## config.mk

```make
export PLATFORM = sky130hd
export DESIGN_NAME = act_core
export DESIGN_NICKNAME = d
export VERILOG_FILES = /design/src/core/act_pkg.sv /design/src/core/act_apb_regs.sv /design/src/core/act_core.sv /design/src/core/act_sync.sv
export SDC_FILE = /design/constraint.sdc
export NUM_CORES = 1
export LEC_CHECK = 0
export ABC_AREA = 0
export BUFFER_PORTS_ARGS = -buffer_cell sky130_fd_sc_hd__buf_2
export CORE_MARGIN = 2
export CORE_UTILIZATION = 45
export DETAILED_ROUTE_END_ITERATION = 12
export MAX_ROUTING_LAYER = met4
export PLACE_DENSITY = 0.64
export SLEW_MARGIN = 10
export SYNTH_ARGS = -nofsm -noshare
export SYNTH_HDL_FRONTEND = slang
export SYNTH_HIERARCHICAL = 1
export SYNTH_SLANG_ARGS = --single-unit
```

## constraint.sdc

```tcl
create_clock -name pclk -period 3.3 [get_ports pclk]
set_input_delay 0.495 -clock pclk [delete_from_list [all_inputs] [get_ports pclk]]
set_output_delay 0.495 -clock pclk [all_outputs]
set_load 0.005 [all_outputs]
```

## src/core/act_pkg.sv

```systemverilog
// Shared constants, timing figures and types of the conversion and readout block.
// How it works
// - Busy rises within 35 ns of convert_start_n falling.
// - Outside master read-after-convert, busy stays high at most 1.25 us.
// - Busy falls at least 10 ns after the conversion ends.
// - Parallel result is valid within 1.25 us of convert_start_n falling.
// - Parallel result is valid at least 12 ns before busy falls.
// - Master frame precedes first serial clock edge, at least 3 ns during convert.
// - Divide select 00..11 gives clock periods 25/50/100/200 to 40/70/140/280 ns; read-during-convert always uses 00.
// - Read-after-convert busy maximum is 2, 2.5, 3.5, 5.75 us by divide code.
// - Frame holds after last clock edge 3, 55, 130 or 290 ns by code.
// - Read-after-convert frame drops about 25 ns before busy falls.
// - Read-after-convert frame asserts only once the conversion completes.
// - Chip select high releases data, frame and clock outputs within 10 ns.
// - Each result is one 16-bit word, parallel or serial.
// - A result is readable as soon as its conversion ends.
// - Coding select high gives straight binary, low inverts the top bit.
// - Byte order low puts low byte on lines 7..0, high swaps lanes.
package act_pkg;

  // ----------------------------------------------------------------
  // Clock and conversion timing
  // ----------------------------------------------------------------
  localparam int CLK_PERIOD_NS = 5;

  function automatic int ceil_cyc(input int ns);
    return (ns + CLK_PERIOD_NS - 1) / CLK_PERIOD_NS;
  endfunction

  function automatic int floor_cyc(input int ns);
    return ns / CLK_PERIOD_NS;
  endfunction

  localparam int RES_W              = 16;
  localparam int SYNC_CYC           = 3;
  localparam int T_BUSY_RISE_MAX_NS = 35;
  localparam int BUSY_RISE_MAX_CYC  = floor_cyc(T_BUSY_RISE_MAX_NS);
  localparam int T_BUSY_MAX_NS      = 1250;
  localparam int BUSY_MAX_CYC       = floor_cyc(T_BUSY_MAX_NS);
  localparam int T_DATA_VALID_NS    = 1250;
  localparam int DATA_VALID_CYC     = floor_cyc(T_DATA_VALID_NS);
  localparam int T_CONV_NS          = 1200;
  localparam int CONV_CYC           = floor_cyc(T_CONV_NS);
  localparam int T_EOC_BUSY_NS      = 10;
  localparam int T_DATA_BUSY_NS     = 12;
  localparam int EOC_BUSY_CYC       = (ceil_cyc(T_DATA_BUSY_NS) > ceil_cyc(T_EOC_BUSY_NS)) ?
                                      ceil_cyc(T_DATA_BUSY_NS) : ceil_cyc(T_EOC_BUSY_NS);
  localparam int T_FRAME_BUSY_NS    = 25;
  localparam int FRAME_BUSY_CYC     = ceil_cyc(T_FRAME_BUSY_NS);

  // ----------------------------------------------------------------
  // Serial clock figures indexed by divide select code
  // ----------------------------------------------------------------
  localparam int SCLK_PER_MIN_NS [4] = '{25, 50, 100, 200};
  localparam int SCLK_PER_MAX_NS [4] = '{40, 70, 140, 280};
  localparam int LEAD_MIN_NS     [4] = '{3, 17, 17, 17};
  localparam int TAIL_MIN_NS     [4] = '{3, 55, 130, 290};
  localparam int BUSY_AFTER_NS   [4] = '{2000, 2500, 3500, 5750};

  function automatic int half_cyc(input int code);
    return ceil_cyc((SCLK_PER_MIN_NS[code] + 1) / 2);
  endfunction

  function automatic int lead_cyc(input int code);
    return ceil_cyc(LEAD_MIN_NS[code]);
  endfunction

  function automatic int tail_cyc(input int code);
    return ceil_cyc(TAIL_MIN_NS[code]);
  endfunction

  // ----------------------------------------------------------------
  // Register map
  // ----------------------------------------------------------------
  localparam int          ADDR_W         = 12;
  localparam logic [11:0] OFF_CTRL       = 12'h000;
  localparam logic [11:0] OFF_STATUS     = 12'h004;
  localparam logic [11:0] OFF_RESULT     = 12'h008;
  localparam int          CTRL_MODE_LSB  = 0;
  localparam int          CTRL_DIV_LSB   = 2;
  localparam int          CTRL_CODE_BIT  = 4;
  localparam int          CTRL_SWAP_BIT  = 5;
  localparam int          STAT_BUSY_BIT  = 0;
  localparam int          STAT_FRAME_BIT = 1;

  // ----------------------------------------------------------------
  // Types
  // ----------------------------------------------------------------
  typedef enum logic [1:0] {
    MODE_PARALLEL = 2'h0,
    MODE_AFTER    = 2'h1,
    MODE_DURING   = 2'h2,
    MODE_SLAVE    = 2'h3
  } act_mode_t;

  typedef struct packed {
    act_mode_t  mode;
    logic [1:0] div;
    logic       coding;
    logic       swap;
  } act_cfg_t;

  localparam act_cfg_t CFG_RST = '{mode: MODE_PARALLEL, div: 2'h0, coding: 1'b1, swap: 1'b0};

  typedef struct packed {
    logic             busy;
    logic             frame;
    logic [RES_W-1:0] result;
  } act_stat_t;

  typedef struct packed {
    logic cnv_n;
    logic cs_n;
    logic rd_n;
    logic rst;
    logic sclk;
    logic sdi;
  } act_pin_t;

  localparam act_pin_t PIN_RST = '{cnv_n: 1'b1, cs_n: 1'b1, rd_n: 1'b1, rst: 1'b0,
                                   sclk: 1'b0, sdi: 1'b0};

  typedef enum logic [3:0] {
    C_IDLE = 4'h1,
    C_CONV = 4'h2,
    C_SER  = 4'h4,
    C_HOLD = 4'h8
  } act_cst_t;

  typedef enum logic [3:0] {
    S_IDLE  = 4'h1,
    S_LEAD  = 4'h2,
    S_SHIFT = 4'h4,
    S_TAIL  = 4'h8
  } act_sst_t;

endpackage

```

## src/core/act_apb_regs.sv

```systemverilog
// APB slave holding the configuration and reporting busy, frame and result.
`timescale 1ns/1ps
module act_apb_regs import act_pkg::*; (
  // Clock and reset
  input  wire logic              pclk,
  input  wire logic              presetn,
  // APB
  input  wire logic              psel,
  input  wire logic              penable,
  input  wire logic              pwrite,
  input  wire logic [ADDR_W-1:0] paddr,
  input  wire logic [31:0]       pwdata,
  output logic      [31:0]       prdata,
  output logic                   pready,
  output logic                   pslverr,
  // Block side
  output act_cfg_t               cfg,
  input  wire act_stat_t         stat
);

  act_cfg_t    cfg_q;
  act_cfg_t    cfg_d;
  logic [31:0] rd_q;
  logic [31:0] rd_d;

  function automatic logic mapped(input logic [ADDR_W-1:0] a);
    return (a == OFF_CTRL) || (a == OFF_STATUS) || (a == OFF_RESULT);
  endfunction

  // Read data is fetched in the setup cycle so the access phase needs no wait state.
  always_comb begin
    cfg_d = cfg_q;
    rd_d  = rd_q;
    if (psel && !penable) begin
      rd_d = 32'h0000_0000;
      if (paddr == OFF_CTRL) begin
        rd_d[CTRL_MODE_LSB +: 2] = cfg_q.mode;
        rd_d[CTRL_DIV_LSB +: 2]  = cfg_q.div;
        rd_d[CTRL_CODE_BIT]      = cfg_q.coding;
        rd_d[CTRL_SWAP_BIT]      = cfg_q.swap;
      end else if (paddr == OFF_STATUS) begin
        rd_d[STAT_BUSY_BIT]  = stat.busy;
        rd_d[STAT_FRAME_BIT] = stat.frame;
      end else if (paddr == OFF_RESULT) begin
        rd_d[RES_W-1:0] = stat.result;
      end
    end
    if (psel && penable && pwrite && (paddr == OFF_CTRL)) begin
      cfg_d.mode   = act_mode_t'(pwdata[CTRL_MODE_LSB +: 2]);
      cfg_d.div    = pwdata[CTRL_DIV_LSB +: 2];
      cfg_d.coding = pwdata[CTRL_CODE_BIT];
      cfg_d.swap   = pwdata[CTRL_SWAP_BIT];
    end
  end

  always_ff @(posedge pclk or negedge presetn) begin
    if (!presetn) begin
      cfg_q <= CFG_RST;
      rd_q  <= 32'h0000_0000;
    end else begin
      cfg_q <= cfg_d;
      rd_q  <= rd_d;
    end
  end

  assign cfg     = cfg_q;
  assign prdata  = rd_q;
  assign pready  = 1'b1;
  assign pslverr = psel && penable && !mapped(paddr);

endmodule

```

## src/core/act_core.sv

```systemverilog
// Conversion sequencer with parallel and serial result readout.
//
// Chosen here: the register addresses and the APB interface to the registers.
`timescale 1ns/1ps
module act_core import act_pkg::*; #(
  parameter int CONV_CYCLES = CONV_CYC
) (
  // Clock and reset
  input  wire logic              pclk,
  input  wire logic              presetn,
  // APB
  input  wire logic              psel,
  input  wire logic              penable,
  input  wire logic              pwrite,
  input  wire logic [ADDR_W-1:0] paddr,
  input  wire logic [31:0]       pwdata,
  output logic      [31:0]       prdata,
  output logic                   pready,
  output logic                   pslverr,
  // Conversion control pins
  input  wire logic              convert_start_n,
  input  wire logic              conv_reset,
  input  wire logic              chip_select_n,
  input  wire logic              read_n,
  output logic                   busy,
  // Converter core result
  input  wire logic [RES_W-1:0]  sample_code,
  // Parallel bus
  output logic      [RES_W-1:0]  data_out,
  output logic                   data_oe,
  // Serial port
  input  wire logic              serial_clock_in,
  input  wire logic              serial_data_in,
  output logic                   serial_clock_out,
  output logic                   serial_clock_oe,
  output logic                   word_frame,
  output logic                   word_frame_oe,
  output logic                   serial_data_out,
  output logic                   serial_data_oe
);

  // ----------------------------------------------------------------
  // Elaboration checks
  // ----------------------------------------------------------------
  localparam int SHIFT0 = lead_cyc(0) + 2 * RES_W * half_cyc(0) + tail_cyc(0);

  if (CONV_CYCLES < 1 || SYNC_CYC + CONV_CYCLES + EOC_BUSY_CYC > BUSY_MAX_CYC) begin : g_bad_conv
    $error("Conversion count does not fit the busy window.");
  end
  if (SYNC_CYC + CONV_CYCLES > DATA_VALID_CYC) begin : g_bad_valid
    $error("Conversion count does not fit the data valid window.");
  end
  if (SYNC_CYC > BUSY_RISE_MAX_CYC) begin : g_bad_rise
    $error("Start detection is too slow for the busy rise limit.");
  end
  for (genvar c = 0; c < 4; c++) begin : g_div_chk
    localparam int PER = 2 * half_cyc(c) * CLK_PERIOD_NS;
    localparam int TOT = SYNC_CYC + CONV_CYCLES + lead_cyc(c) + 2 * RES_W * half_cyc(c)
                         + tail_cyc(c) + FRAME_BUSY_CYC;
    if (PER < SCLK_PER_MIN_NS[c] || PER > SCLK_PER_MAX_NS[c]) begin : g_bad_per
      $error("Serial clock period out of range for a divide code.");
    end
    if (TOT > floor_cyc(BUSY_AFTER_NS[c])) begin : g_bad_busy
      $error("Read-after-convert sequence exceeds the busy maximum.");
    end
  end

  // ----------------------------------------------------------------
  // Pin synchronisers and configuration registers
  // ----------------------------------------------------------------
  act_pin_t  pin_s;
  act_cfg_t  cfg;
  act_stat_t stat;

  act_sync #(
    .W       ($bits(act_pin_t)),
    .RST_VAL (PIN_RST)
  ) u_sync (
    .pclk    (pclk),
    .presetn (presetn),
    .d       ({convert_start_n, chip_select_n, read_n, conv_reset,
                serial_clock_in, serial_data_in}),
    .q       (pin_s)
  );

  act_apb_regs u_regs (
    .pclk    (pclk),
    .presetn (presetn),
    .psel    (psel),
    .penable (penable),
    .pwrite  (pwrite),
    .paddr   (paddr),
    .pwdata  (pwdata),
    .prdata  (prdata),
    .pready  (pready),
    .pslverr (pslverr),
    .cfg     (cfg),
    .stat    (stat)
  );

  // ----------------------------------------------------------------
  // Edge detection on synchronised pins
  // ----------------------------------------------------------------
  logic cnv_prev_q;
  logic sclk_prev_q;
  logic start;
  logic sclk_rise;

  always_ff @(posedge pclk or negedge presetn) begin
    if (!presetn) begin
      cnv_prev_q  <= 1'b1;
      sclk_prev_q <= 1'b0;
    end else begin
      cnv_prev_q  <= pin_s.cnv_n;
      sclk_prev_q <= pin_s.sclk;
    end
  end

  assign start     = cnv_prev_q && !pin_s.cnv_n;
  assign sclk_rise = !sclk_prev_q && pin_s.sclk;

  // ----------------------------------------------------------------
  // Conversion sequencer
  // ----------------------------------------------------------------
  act_cst_t         cst_q;
  act_cst_t         cst_d;
  logic [15:0]      ccnt_q;
  logic [15:0]      ccnt_d;
  logic [RES_W-1:0] res_q;
  logic [RES_W-1:0] res_d;
  logic [RES_W-1:0] par_q;
  logic [RES_W-1:0] par_d;
  logic             go_after;
  logic             slave_load;
  logic             ser_done;

  function automatic logic [RES_W-1:0] coded(input logic [RES_W-1:0] s, input logic bin);
    return bin ? s : {~s[RES_W-1], s[RES_W-2:0]};
  endfunction

  always_comb begin
    cst_d      = cst_q;
    ccnt_d     = ccnt_q;
    res_d      = res_q;
    par_d      = par_q;
    go_after   = 1'b0;
    slave_load = 1'b0;
    if (pin_s.rst) begin
      cst_d = C_IDLE;
    end else begin
      unique case (cst_q)
        C_IDLE: begin
          if (start) begin
            cst_d  = C_CONV;
            ccnt_d = 16'(CONV_CYCLES - 1);
          end
        end
        C_CONV: begin
          if (ccnt_q == 16'h0000) begin
            res_d = coded(sample_code, cfg.coding);
            par_d = cfg.swap ? {res_d[7:0], res_d[15:8]} : res_d;
            if (cfg.mode == MODE_AFTER) begin
              cst_d    = C_SER;
              go_after = 1'b1;
            end else begin
              cst_d      = C_HOLD;
              ccnt_d     = 16'(EOC_BUSY_CYC - 1);
              slave_load = (cfg.mode == MODE_SLAVE);
            end
          end else begin
            ccnt_d = ccnt_q - 16'h0001;
          end
        end
        C_SER: begin
          if (ser_done) begin
            cst_d  = C_HOLD;
            ccnt_d = 16'(FRAME_BUSY_CYC - 1);
          end
        end
        C_HOLD: begin
          if (ccnt_q == 16'h0000) begin
            cst_d = C_IDLE;
          end else begin
            ccnt_d = ccnt_q - 16'h0001;
          end
        end
        default: cst_d = C_IDLE;
      endcase
    end
  end

  always_ff @(posedge pclk or negedge presetn) begin
    if (!presetn) begin
      cst_q  <= C_IDLE;
      ccnt_q <= 16'h0000;
      res_q  <= 16'h0000;
      par_q  <= 16'h0000;
    end else begin
      cst_q  <= cst_d;
      ccnt_q <= ccnt_d;
      res_q  <= res_d;
      par_q  <= par_d;
    end
  end

  // ----------------------------------------------------------------
  // Serial shifter
  // ----------------------------------------------------------------
  act_sst_t         sst_q;
  act_sst_t         sst_d;
  logic [15:0]      scnt_q;
  logic [15:0]      scnt_d;
  logic [4:0]       bits_q;
  logic [4:0]       bits_d;
  logic [1:0]       sdiv_q;
  logic [1:0]       sdiv_d;
  logic             sclk_q;
  logic             sclk_d;
  logic             frame_q;
  logic             frame_d;
  logic [RES_W-1:0] shift_q;
  logic [RES_W-1:0] shift_d;
  logic             go_during;

  // Read-during-convert sends the previous result with the fastest clock timing.
  assign go_during = start && (cfg.mode == MODE_DURING) && !pin_s.rst;

  always_comb begin
    sst_d    = sst_q;
    scnt_d   = scnt_q;
    bits_d   = bits_q;
    sdiv_d   = sdiv_q;
    sclk_d   = sclk_q;
    frame_d  = frame_q;
    shift_d  = shift_q;
    ser_done = 1'b0;
    unique case (sst_q)
      S_IDLE: begin
        if (go_after || go_during) begin
          sst_d   = S_LEAD;
          frame_d = 1'b1;
          sdiv_d  = go_after ? cfg.div : 2'h0;
          shift_d = go_after ? res_d : res_q;
          bits_d  = 5'(RES_W - 1);
          scnt_d  = 16'(lead_cyc(go_after ? int'(cfg.div) : 0) - 1);
        end else if (slave_load) begin
          shift_d = res_d;
        end else if (sclk_rise && cfg.mode == MODE_SLAVE) begin
          shift_d = {shift_q[RES_W-2:0], pin_s.sdi};
        end
      end
      S_LEAD: begin
        if (scnt_q == 16'h0000) begin
          sst_d  = S_SHIFT;
          sclk_d = 1'b1;
          scnt_d = 16'(half_cyc(int'(sdiv_q)) - 1);
        end else begin
          scnt_d = scnt_q - 16'h0001;
        end
      end
      S_SHIFT: begin
        if (scnt_q == 16'h0000) begin
          sclk_d = !sclk_q;
          scnt_d = 16'(half_cyc(int'(sdiv_q)) - 1);
          if (sclk_q) begin
            if (bits_q == 5'h00) begin
              sst_d  = S_TAIL;
              sclk_d = 1'b0;
              scnt_d = 16'(tail_cyc(int'(sdiv_q)) - 1);
            end else begin
              shift_d = {shift_q[RES_W-2:0], 1'b0};
              bits_d  = bits_q - 5'h01;
            end
          end
        end else begin
          scnt_d = scnt_q - 16'h0001;
        end
      end
      S_TAIL: begin
        if (scnt_q == 16'h0000) begin
          sst_d    = S_IDLE;
          frame_d  = 1'b0;
          ser_done = 1'b1;
        end else begin
          scnt_d = scnt_q - 16'h0001;
        end
      end
      default: begin
        sst_d   = S_IDLE;
        sclk_d  = 1'b0;
        frame_d = 1'b0;
      end
    endcase
  end

  always_ff @(posedge pclk or negedge presetn) begin
    if (!presetn) begin
      sst_q   <= S_IDLE;
      scnt_q  <= 16'h0000;
      bits_q  <= 5'h00;
      sdiv_q  <= 2'h0;
      sclk_q  <= 1'b0;
      frame_q <= 1'b0;
      shift_q <= 16'h0000;
    end else begin
      sst_q   <= sst_d;
      scnt_q  <= scnt_d;
      bits_q  <= bits_d;
      sdiv_q  <= sdiv_d;
      sclk_q  <= sclk_d;
      frame_q <= frame_d;
      shift_q <= shift_d;
    end
  end

  // ----------------------------------------------------------------
  // Outputs
  // ----------------------------------------------------------------
  // Enables follow the synchronised select directly, adding no extra flop delay.
  logic cs_on;
  logic master;

  assign cs_on  = !pin_s.cs_n;
  assign master = (cfg.mode == MODE_AFTER) || (cfg.mode == MODE_DURING);

  assign busy             = (cst_q != C_IDLE);
  assign data_out         = par_q;
  assign data_oe          = cs_on && !pin_s.rd_n && (cfg.mode == MODE_PARALLEL);
  assign serial_clock_out = sclk_q;
  assign serial_clock_oe  = cs_on && master;
  assign word_frame       = frame_q;
  assign word_frame_oe    = cs_on && master;
  assign serial_data_out  = shift_q[RES_W-1];
  assign serial_data_oe   = cs_on && (cfg.mode != MODE_PARALLEL);

  assign stat = '{busy: busy, frame: frame_q, result: res_q};

endmodule

```

## src/core/act_sync.sv

```systemverilog
// Two-flop synchroniser for pin inputs.
`timescale 1ns/1ps
module act_sync #(
  parameter int             W       = 1,
  parameter logic [W-1:0]   RST_VAL = '0
) (
  // Clock and reset
  input  wire logic         pclk,
  input  wire logic         presetn,
  // Data
  input  wire logic [W-1:0] d,
  output logic      [W-1:0] q
);

  logic [W-1:0] meta_q;

  always_ff @(posedge pclk or negedge presetn) begin
    if (!presetn) begin
      meta_q <= RST_VAL;
      q      <= RST_VAL;
    end else begin
      meta_q <= d;
      q      <= meta_q;
    end
  end

endmodule

```

==> results of run 1 <==
[flip-flops by register name (all words and copies together), names as in the netlist, 2 cells and up]
name           count
bits_q             5
ccnt_q            16
cst_q              4
data_out          16
res_q             16
scnt_q            16
sdiv_q             2
shift_q           16
sst_q              4
u_regs/cfg         6
u_regs/prdata     16
u_sync/meta_q      6
u_sync/q           6
[per-layer routing]
metal	track usage, %	vias up	wire length, um	part of all wire (%)
met5	-	-	0	0
met3	4.85	21	1170	5.4
met4	4.99	0	198	0.92
met1	33.6	3447	10500	49
met2	35.2	219	9750	45
li1	-	3415	-	-
[layout by cell type, fill, tap and decap left out, types with 19 or more instances in the layout]
master                     netlist  layout
sky130_fd_sc_hd__dfrtp_1       123     123
sky130_fd_sc_hd__nand2_1        94      94
sky130_fd_sc_hd__buf_2          13      84
sky130_fd_sc_hd__o21ai_0        70      70
sky130_fd_sc_hd__nor2_1         63      63
sky130_fd_sc_hd__inv_1          33      33
sky130_fd_sc_hd__a21oi_1        32      32
sky130_fd_sc_hd__nor3_1         32      31
sky130_fd_sc_hd__nand2b_1       30      30
sky130_fd_sc_hd__ha_1           27      27
sky130_fd_sc_hd__buf_4          21      27
sky130_fd_sc_hd__conb_1          3      19
[Yosys cell counts, drive strengths merged (11+ instances only)]
cell,n
a21oi,32
a221oi,15
a22o,15
a22oi,16
a2bb2oi,14
buf,36
clkbuf,32
dfrtp,123
ha,27
inv,33
mux2i,18
nand2,94
nand2b,30
nand3,20
nor2,63
nor2b,12
nor3,36
nor4,17
o21ai,71
o31ai,11
[report_power, final]
group	leakage (nW)	total [mW]	internal, mW	switching, mW
registers	1.60	1.82	1.71	0.112
clock network	0.311	2.03	1.17	0.860
logic	2.29	0.679	0.251	0.427
total	4.20	4.53	3.13	1.40
[kinds of logic (layout without fill, tap and decap cells)]
group / Yosys count / after routing / share of synthesized area [%]
and+or+nand+nor: 342 / 342 / 22.8
AOI/OAI and AO/OA: 254 / 254 / 21.8
DFF: 133 / 133 / 41.1
buffers and inverters: 101 / 178 / 5.93
adders and majority gates: 27 / 27 / 4.16
muxes: 26 / 26 / 3.33
xor gates and xnor gates: 7 / 7 / 0.755
other: 3 / 19 / 0.139
[through the flow]
stage	instances	cell area (um2)	util, %	hold WS (ns)	setup slack (ns)
5_1_grt	1215	9420	52.8	0.154	0.105
6_report	1215	9420	52.8	0.107	0.374
2_1_floorplan	909	8190	-	0.199	0.411
3_3_place_gp	1183	8780	49.2	0.335	0.442
3_5_place_dp	1183	8780	49.2	0.337	0.359
4_1_cts	1215	9420	52.8	0.154	0.344
[worst max-delay path: cells and delay by family (launching register included)]
kind                       cells  cell delay, ns
buffers and inverters          1            0.24
and+or+nand+nor                3            0.74
DFF                            1            0.46
AOI/OAI and AO/OA              4            0.73
adders and majority gates      2            0.71
[layout make-up]
| type | instances | area, um2 |
|---|---|---|
| repair buffers | 113 | 654 |
| multi-input cells | 675 | 4380 |
| inverters | 33 | 124 |
| clock buffers | 17 | 425 |
| well taps | 229 | 287 |
| clock inverters | 15 | 209 |
| fillers | 1663 | 8420 |
| flip-flops and latches | 133 | 3340 |
[how the worst max path moves through the flow]
stage,to,start,cells past startpoint
finish,scnt_q[0],sdiv_q[0],10
global route,scnt_q[0],sdiv_q[0],10
CTS,scnt_q[0],sdiv_q[0],10
detailed placement,scnt_q[0],sdiv_q[0],10
global placement,scnt_q[0],sdiv_q[0],10
floorplan,scnt_q[0],sdiv_q[0],12
==> metrics.md, run 1 <==
| Metric | Value |
|---|---|
| Max Freq | 342 MHz |
| Total power per unit cell area | 481 mW/mm2 |
| Post-synthesis average cell area | 9.10 um2 |
| Hold Violations, Final | 0 |
| Starting Density | 45.5% |
| Hold Buf Count CTS | 0 |
| Signal arrival time at the worst endpoint | 3.29 ns |
| Total wire length | 21600 um |
| DP Wirelength | 15200 um |
| Slowest library cell on the worst path | sky130_fd_sc_hd__dfrtp_1 |
| Post-synthesis async set-or-reset flop share | 100% |
| Number of different library cells in the post-synthesis netlist | 79 |
| Cell breakdown of the critical path | ha_1, nor2b_1, inv_1, ha_1, and3b_1, o211ai_1, nor4_1, a31oi_1, a2111oi_0, o32a_1 |
| Library cell with the largest summed area after synthesis | sky130_fd_sc_hd__dfrtp_1 |
| Via-per-instance ratio | 5.85 |
| Clock tree from TritonCTS | built |
| Classification of the worst setup path | reg2reg |
| Initial DRC count | 493 |
| Number of buffers created by CTS | 17 |
| Total global routing track utilization | 23.6% |
| Result of the run | finished, final reports clean |
| Post-CTS setup buffer count | 0 |
| # diodes | 0 |
| Kind of start point of the critical path | flop |
| Area added between synthesis and finish | 15.9% |
| Main flop type after synthesis | sky130_fd_sc_hd__dfrtp_1 |
| Max VDD drop | 383 uV |
| Unrepaired setup endpoints after global routing | false |
| Mapped Cells | 893 |
| NumNets Final | 1071 |
| Static power due to leakage | 4.20 nW |
| Worst reg2reg endpoint | scnt_q[0] |
| Startpoint of the worst register-to-register path | sdiv_q[0] |
| Sequential fraction of the synthesis area | 41.1% |
| Setup violation total in the final timing report | 0 |
| Number of design rule violations left after detail routing | 0 |
| PnR Total Power | 4.53 mW |
| Most Frequent Cell on Critical Path | sky130_fd_sc_hd__ha_1 |
| # port buffers | 85 |
| Number of top-level pins | 129 |
| Mapped cell area | 0.00813 mm2 |
| Initial antenna violation count | 0 |
| Maximum number of buffers from clock root to sink | 2 |
| Maximum fanout encountered on the critical timing path | 10 |
| Skew final | 0.0133 ns |
| Post-route fraction of the period consumed by the critical path | 88.7% |
| Skew-Pair Late Insertion Delay | 0.43 ns |
| FP Rows | 49 |
| First drt pass iteration count | 5 |
| Worst-case register-to-register setup slack | 0.37 ns |
| Vias in the first global route | 6919 |
| Max Cap Viol | 0 |
| Setup tns final | 0 ns |
| Count of state elements after synthesis | 133 |
| Total congestion overflow | 0 |
| First-pass GRT wire length | 36100 um |
| Fraction of final layout cells with drive strength greater than 1 | 20.6% |
| Width of the chip | 138 um |
| Relative max-transition margin | 41.3% |
| Final ANT Viol Nets | 0 |
| CTS Root Cell | sky130_fd_sc_hd__clkbuf_16 |
| Wire per inst | 17.8 um |
| Worst-case reg-to-reg path depth | 10 |
| Required time of the critical path | 3.66 ns |
| Area contributors post-synth | sky130_fd_sc_hd__dfrtp_1, sky130_fd_sc_hd__nand2_1, sky130_fd_sc_hd__o21ai_0 |
| Highest cell delay on the worst timing path | 0.46 ns |
| Die height | 138 um |
| Number of enable flip-flop cells after synthesis | 0 |
| Total vias in the final route | 7102 |
| Count of final max-slew check failures | 0 |
| Maximum number of pins on one net before global-route repair | 87 |
| Final Critical Period | 2.93 ns |
| Register clock-pin slew on the reported worst setup and hold paths | 0.07 ns |
| Number of H-tree levels | 4 |
| Nature of the critical path endpoint | flop |
| Floorplan core area | 0.0178 mm2 |
| Final estimated routing congestion in global placement | 0.891 |
| Die footprint | 0.0191 mm2 |
| Number of clock sinks | 133 |
| Synth warnings | 6 |
| Worst Tran Pin Value | 0.880 ns |
| Area share of the leading cell type in the synthesized netlist | 37.9% |
| Min-Delay Path Class | in2async |
| Count of cells resized by post-cts repair | 0 |
Note: power is estimated with default switching activity, not from simulation.
==> inputs of run 2 (changes only) <==
- BUFFER_PORTS_ARGS: -buffer_cell sky130_fd_sc_hd__buf_2 -> -buffer_cell sky130_fd_sc_hd__buf_4
- GPL_ROUTABILITY_DRIVEN: not set -> 0
- SYNTH_HIERARCHICAL: 1 -> not set
==> metrics.md, run 2 <==
| Metric | Value |
|---|---|
| Result of the run | finished, final reports clean |
| Total congestion overflow | 0 (unchanged) |
| Classification of the worst setup path | reg2reg |
| Library cell with the largest summed area after synthesis | sky130_fd_sc_hd__dfrtp_1 |
| Fraction of final layout cells with drive strength greater than 1 | 17.5% (-3.1 points) |
| Most common cell after layout, fill and taps aside | sky130_fd_sc_hd__nand2_1 |
| Met3 routing resource usage after global routing | 4.15% (-0.70 points) |
| Met1 Use GR | 33.1% (-0.50 points) |
| Commonest cells after routing, fill and taps aside | sky130_fd_sc_hd__nand2_1, sky130_fd_sc_hd__dfrtp_1, sky130_fd_sc_hd__buf_4 |
| Maximum number of buffers from clock root to sink | 2 (unchanged) |
| Total global routing track utilization | 24.6% (+0.96 points) |
| Final Critical Period | 3.01 ns (+0.0815 ns) |
| Area share of the leading cell type in the synthesized netlist | 39.6% (+1.7 points) |
| Leading cell type by number of instances after synthesis | sky130_fd_sc_hd__nand2_1 |
| Mapped cell area | 0.00778 mm2 (-4.3%) |
| Via-per-instance ratio | 5.72 (-2.1%) |
| Signal arrival time at the worst endpoint | 3.34 ns (+0.05 ns) |
| Register clock-pin slew on the reported worst setup and hold paths | 0.06 ns (about the same) |
| DP Wirelength | 14500 um (-4.4%) |
| Count of state elements after synthesis | 133 (unchanged) |
| Number of top-level pins | 129 (unchanged) |
| Width of the chip | 135 um (-2.1%) |
| Number of design rule violations left after detail routing | 0 (unchanged) |
| Final ANT Viol Nets | 0 (unchanged) |
| Clock tree from TritonCTS | built |
| Post-placement setup slack | 0.308 ns (-0.0509 ns) |
| Unrepaired setup endpoints after global routing | false |
| Main flop type after synthesis | sky130_fd_sc_hd__dfrtp_1 |
| Mapped Cells | 907 (+1.6%) |
| First drt pass iteration count | 5 (unchanged) |
| Post-synthesis average cell area | 8.57 um2 (-5.8%) |
| Max Cap Viol | 0 (unchanged) |
| Number of clock sinks | 133 (unchanged) |
| Count of final max-slew check failures | 0 (unchanged) |
| Area contributors post-synth | sky130_fd_sc_hd__dfrtp_1, sky130_fd_sc_hd__nand2_1, sky130_fd_sc_hd__a21oi_1 |
| Maximum fanout encountered on the critical timing path | 15 (+5) |
| Number of H-tree levels | 4 (unchanged) |
| Core utilization of the finished layout | 53.9% (+1.1 points) |
| Hold Buf Count CTS | 0 (unchanged) |
| Required time of the critical path | 3.63 ns (-0.03 ns) |
| Layer with the highest usage after global routing | met2 |
| Die footprint | 0.0183 mm2 (-4.2%) |
| Sequential fraction of the synthesis area | 43.0% (+1.8 points) |
| Total power per unit cell area | 491 mW/mm2 (+2.1%) |
| Nature of the critical path endpoint | flop |
| Ranking of synthesized cells by instance count | sky130_fd_sc_hd__nand2_1, sky130_fd_sc_hd__dfrtp_1, sky130_fd_sc_hd__a21oi_1, sky130_fd_sc_hd__nor2_1, sky130_fd_sc_hd__o21ai_0 |
| Die height | 135 um (-2.1%) |
| Wire per inst | 16.9 um (-4.7%) |
| Number of buffers created by CTS | 17 (unchanged) |
| Max VDD drop | 352 uV (-8.1%) |
| Number of different library cells in the post-synthesis netlist | 74 (-6.3%) |
| First-pass GRT wire length | 34500 um (-4.3%) |
| Worst Tran Pin Value | 0.989 ns (+0.109 ns) |
| Starting Density | 45.4% (-0.11 points) |
| Total wire length | 20800 um (-3.9%) |
| Kind of start point of the critical path | flop |
| Number of enable flip-flop cells after synthesis | 0 (unchanged) |
| Crit path setup slack, layout | 0.292 ns (-0.0815 ns) |
| Post-synthesis async set-or-reset flop share | 100% (unchanged) |
| Setup tns final | 0 ns (unchanged) |
| Hold slack final | 0.0805 ns (-0.0265 ns) |
| Relative max-transition margin | 34.1% (-7.2 points) |
| Synth warnings | 0 (-6) |
| Skew final | 0.00684 ns (-0.00643 ns) |
| Post-route fraction of the period consumed by the critical path | 91.1% (+2.5 points) |
| NumNets Final | 1085 (+1.3%) |
| Hold Violations, Final | 0 (unchanged) |
| CTS Root Cell | sky130_fd_sc_hd__clkbuf_16 |
| Setup violation total in the final timing report | 0 (unchanged) |
| Area added between synthesis and finish | 18.7% |
| Initial DRC count | 586 (+19%) |
| Total of fill cells in the finished design | 1578 (-5.1%) |
| Initial antenna violation count | 0 (unchanged) |
| Floorplan core area | 0.0171 mm2 (-4.1%) |
| Static power due to leakage | 4.17 nW (-0.59%) |
| # port buffers | 85 (unchanged) |
| Total vias in the final route | 7011 (-1.3%) |
| Min-Delay Path Class | in2async |
| Skew-Pair Late Insertion Delay | 0.42 ns (about the same) |
| Met2 Resource Use GR | 38.8% (+3.6 points) |
| Vias in the first global route | 6597 (-4.7%) |
| # diodes | 0 (unchanged) |
| Maximum number of pins on one net before global-route repair | 78 (-10%) |
| FP Rows | 48 (-2.0%) |
| Max Freq | 332 MHz (-2.7%) |
## run 2: path summary, 6_finish.rpt
| check | startpoint | end | slack (ns) | depth (start not counted) |
|---|---|---|---|---|
| worst max-delay path | scnt_q[0] | ccnt_q[10] | 0.29 | 9 |
| worst min-delay path | presetn | u_sync.q[2] | 0.08 | 1 |
| worst max register to register | scnt_q[0] | ccnt_q[10] | 0.29 | 9 |
| worst min register to register | u_sync.meta_q[1] | u_sync.q[1] | 0.35 | 0 |
| max in group asynchronous | presetn | shift_q[4] | 2.44 | 2 |
| min in group pclk | chip_select_n | u_sync.meta_q[4] | 0.18 | 1 |
## run 2: cells by family after synthesis
family / Yosys count / share of synthesized area, %
DFF: 133 / 43.0
adders and majority gates: 27 / 4.34
AOI/OAI and AO/OA: 250 / 19.9
xor gates and xnor gates: 5 / 0.563
and+or+nand+nor: 369 / 22.8
muxes: 29 / 3.83
buffers and inverters: 92 / 5.47
other: 2 / 0.0966
## run 2: layout make-up
class	instances	area (um2)	area share, %
clock inverter	14	140	1.52
clock buffer	18	439	4.76
sequential	133	3340	36.2
tap	225	282	3.05
inverter	23	90.1	0.976
timing repair buffer	113	865	9.37
multi-input combinational	699	4070	44.1
## run 2: metrics by stage
stage / cells / total power [mW] / cell area [um2]
after detailed placement: 1193 / 2.69 / 8650
after floorplan: 924 / 2.41 / 7840
after global routing: 1225 / 4.78 / 9230
after CTS: 1225 / 4.57 / 9230
after global placement: 1193 / 2.68 / 8650
final: 1225 / 4.53 / 9230
## run 2: worst max-delay path, cell delays in order, from the launching register on
cell,delay (ns)
sky130_fd_sc_hd__dfrtp_1,0.40
sky130_fd_sc_hd__inv_1,0.15
sky130_fd_sc_hd__ha_1,0.19
sky130_fd_sc_hd__nor4b_2,0.23
sky130_fd_sc_hd__and4_1,0.30
sky130_fd_sc_hd__a21oi_2,0.08
sky130_fd_sc_hd__or2_1,0.29
sky130_fd_sc_hd__or4_4,0.64
sky130_fd_sc_hd__or3_4,0.45
sky130_fd_sc_hd__o31ai_2,0.18
## run 2: power breakdown
part / switching, mW / internal, mW / leakage, nW
logic: 0.444 / 0.314 / 2.31
clock network: 0.790 / 1.08 / 0.281
registers: 0.132 / 1.77 / 1.58
## run 2: repair_timing
item	4_1_cts	5_1_grt
gates resized for setup	0	1
setup buffers	0	0
endpoints found under the hold margin	0	0
endpoints found under the setup margin	0	1
## run 2: metal layers
| layer | routed length (um) | vias up |
|---|---|---|
| met5 | 0 | - |
| met4 | 224 | 0 |
| met3 | 911 | 16 |
| met2 | 10000 | 190 |
| met1 | 9620 | 3416 |
| li1 | - | 3389 |
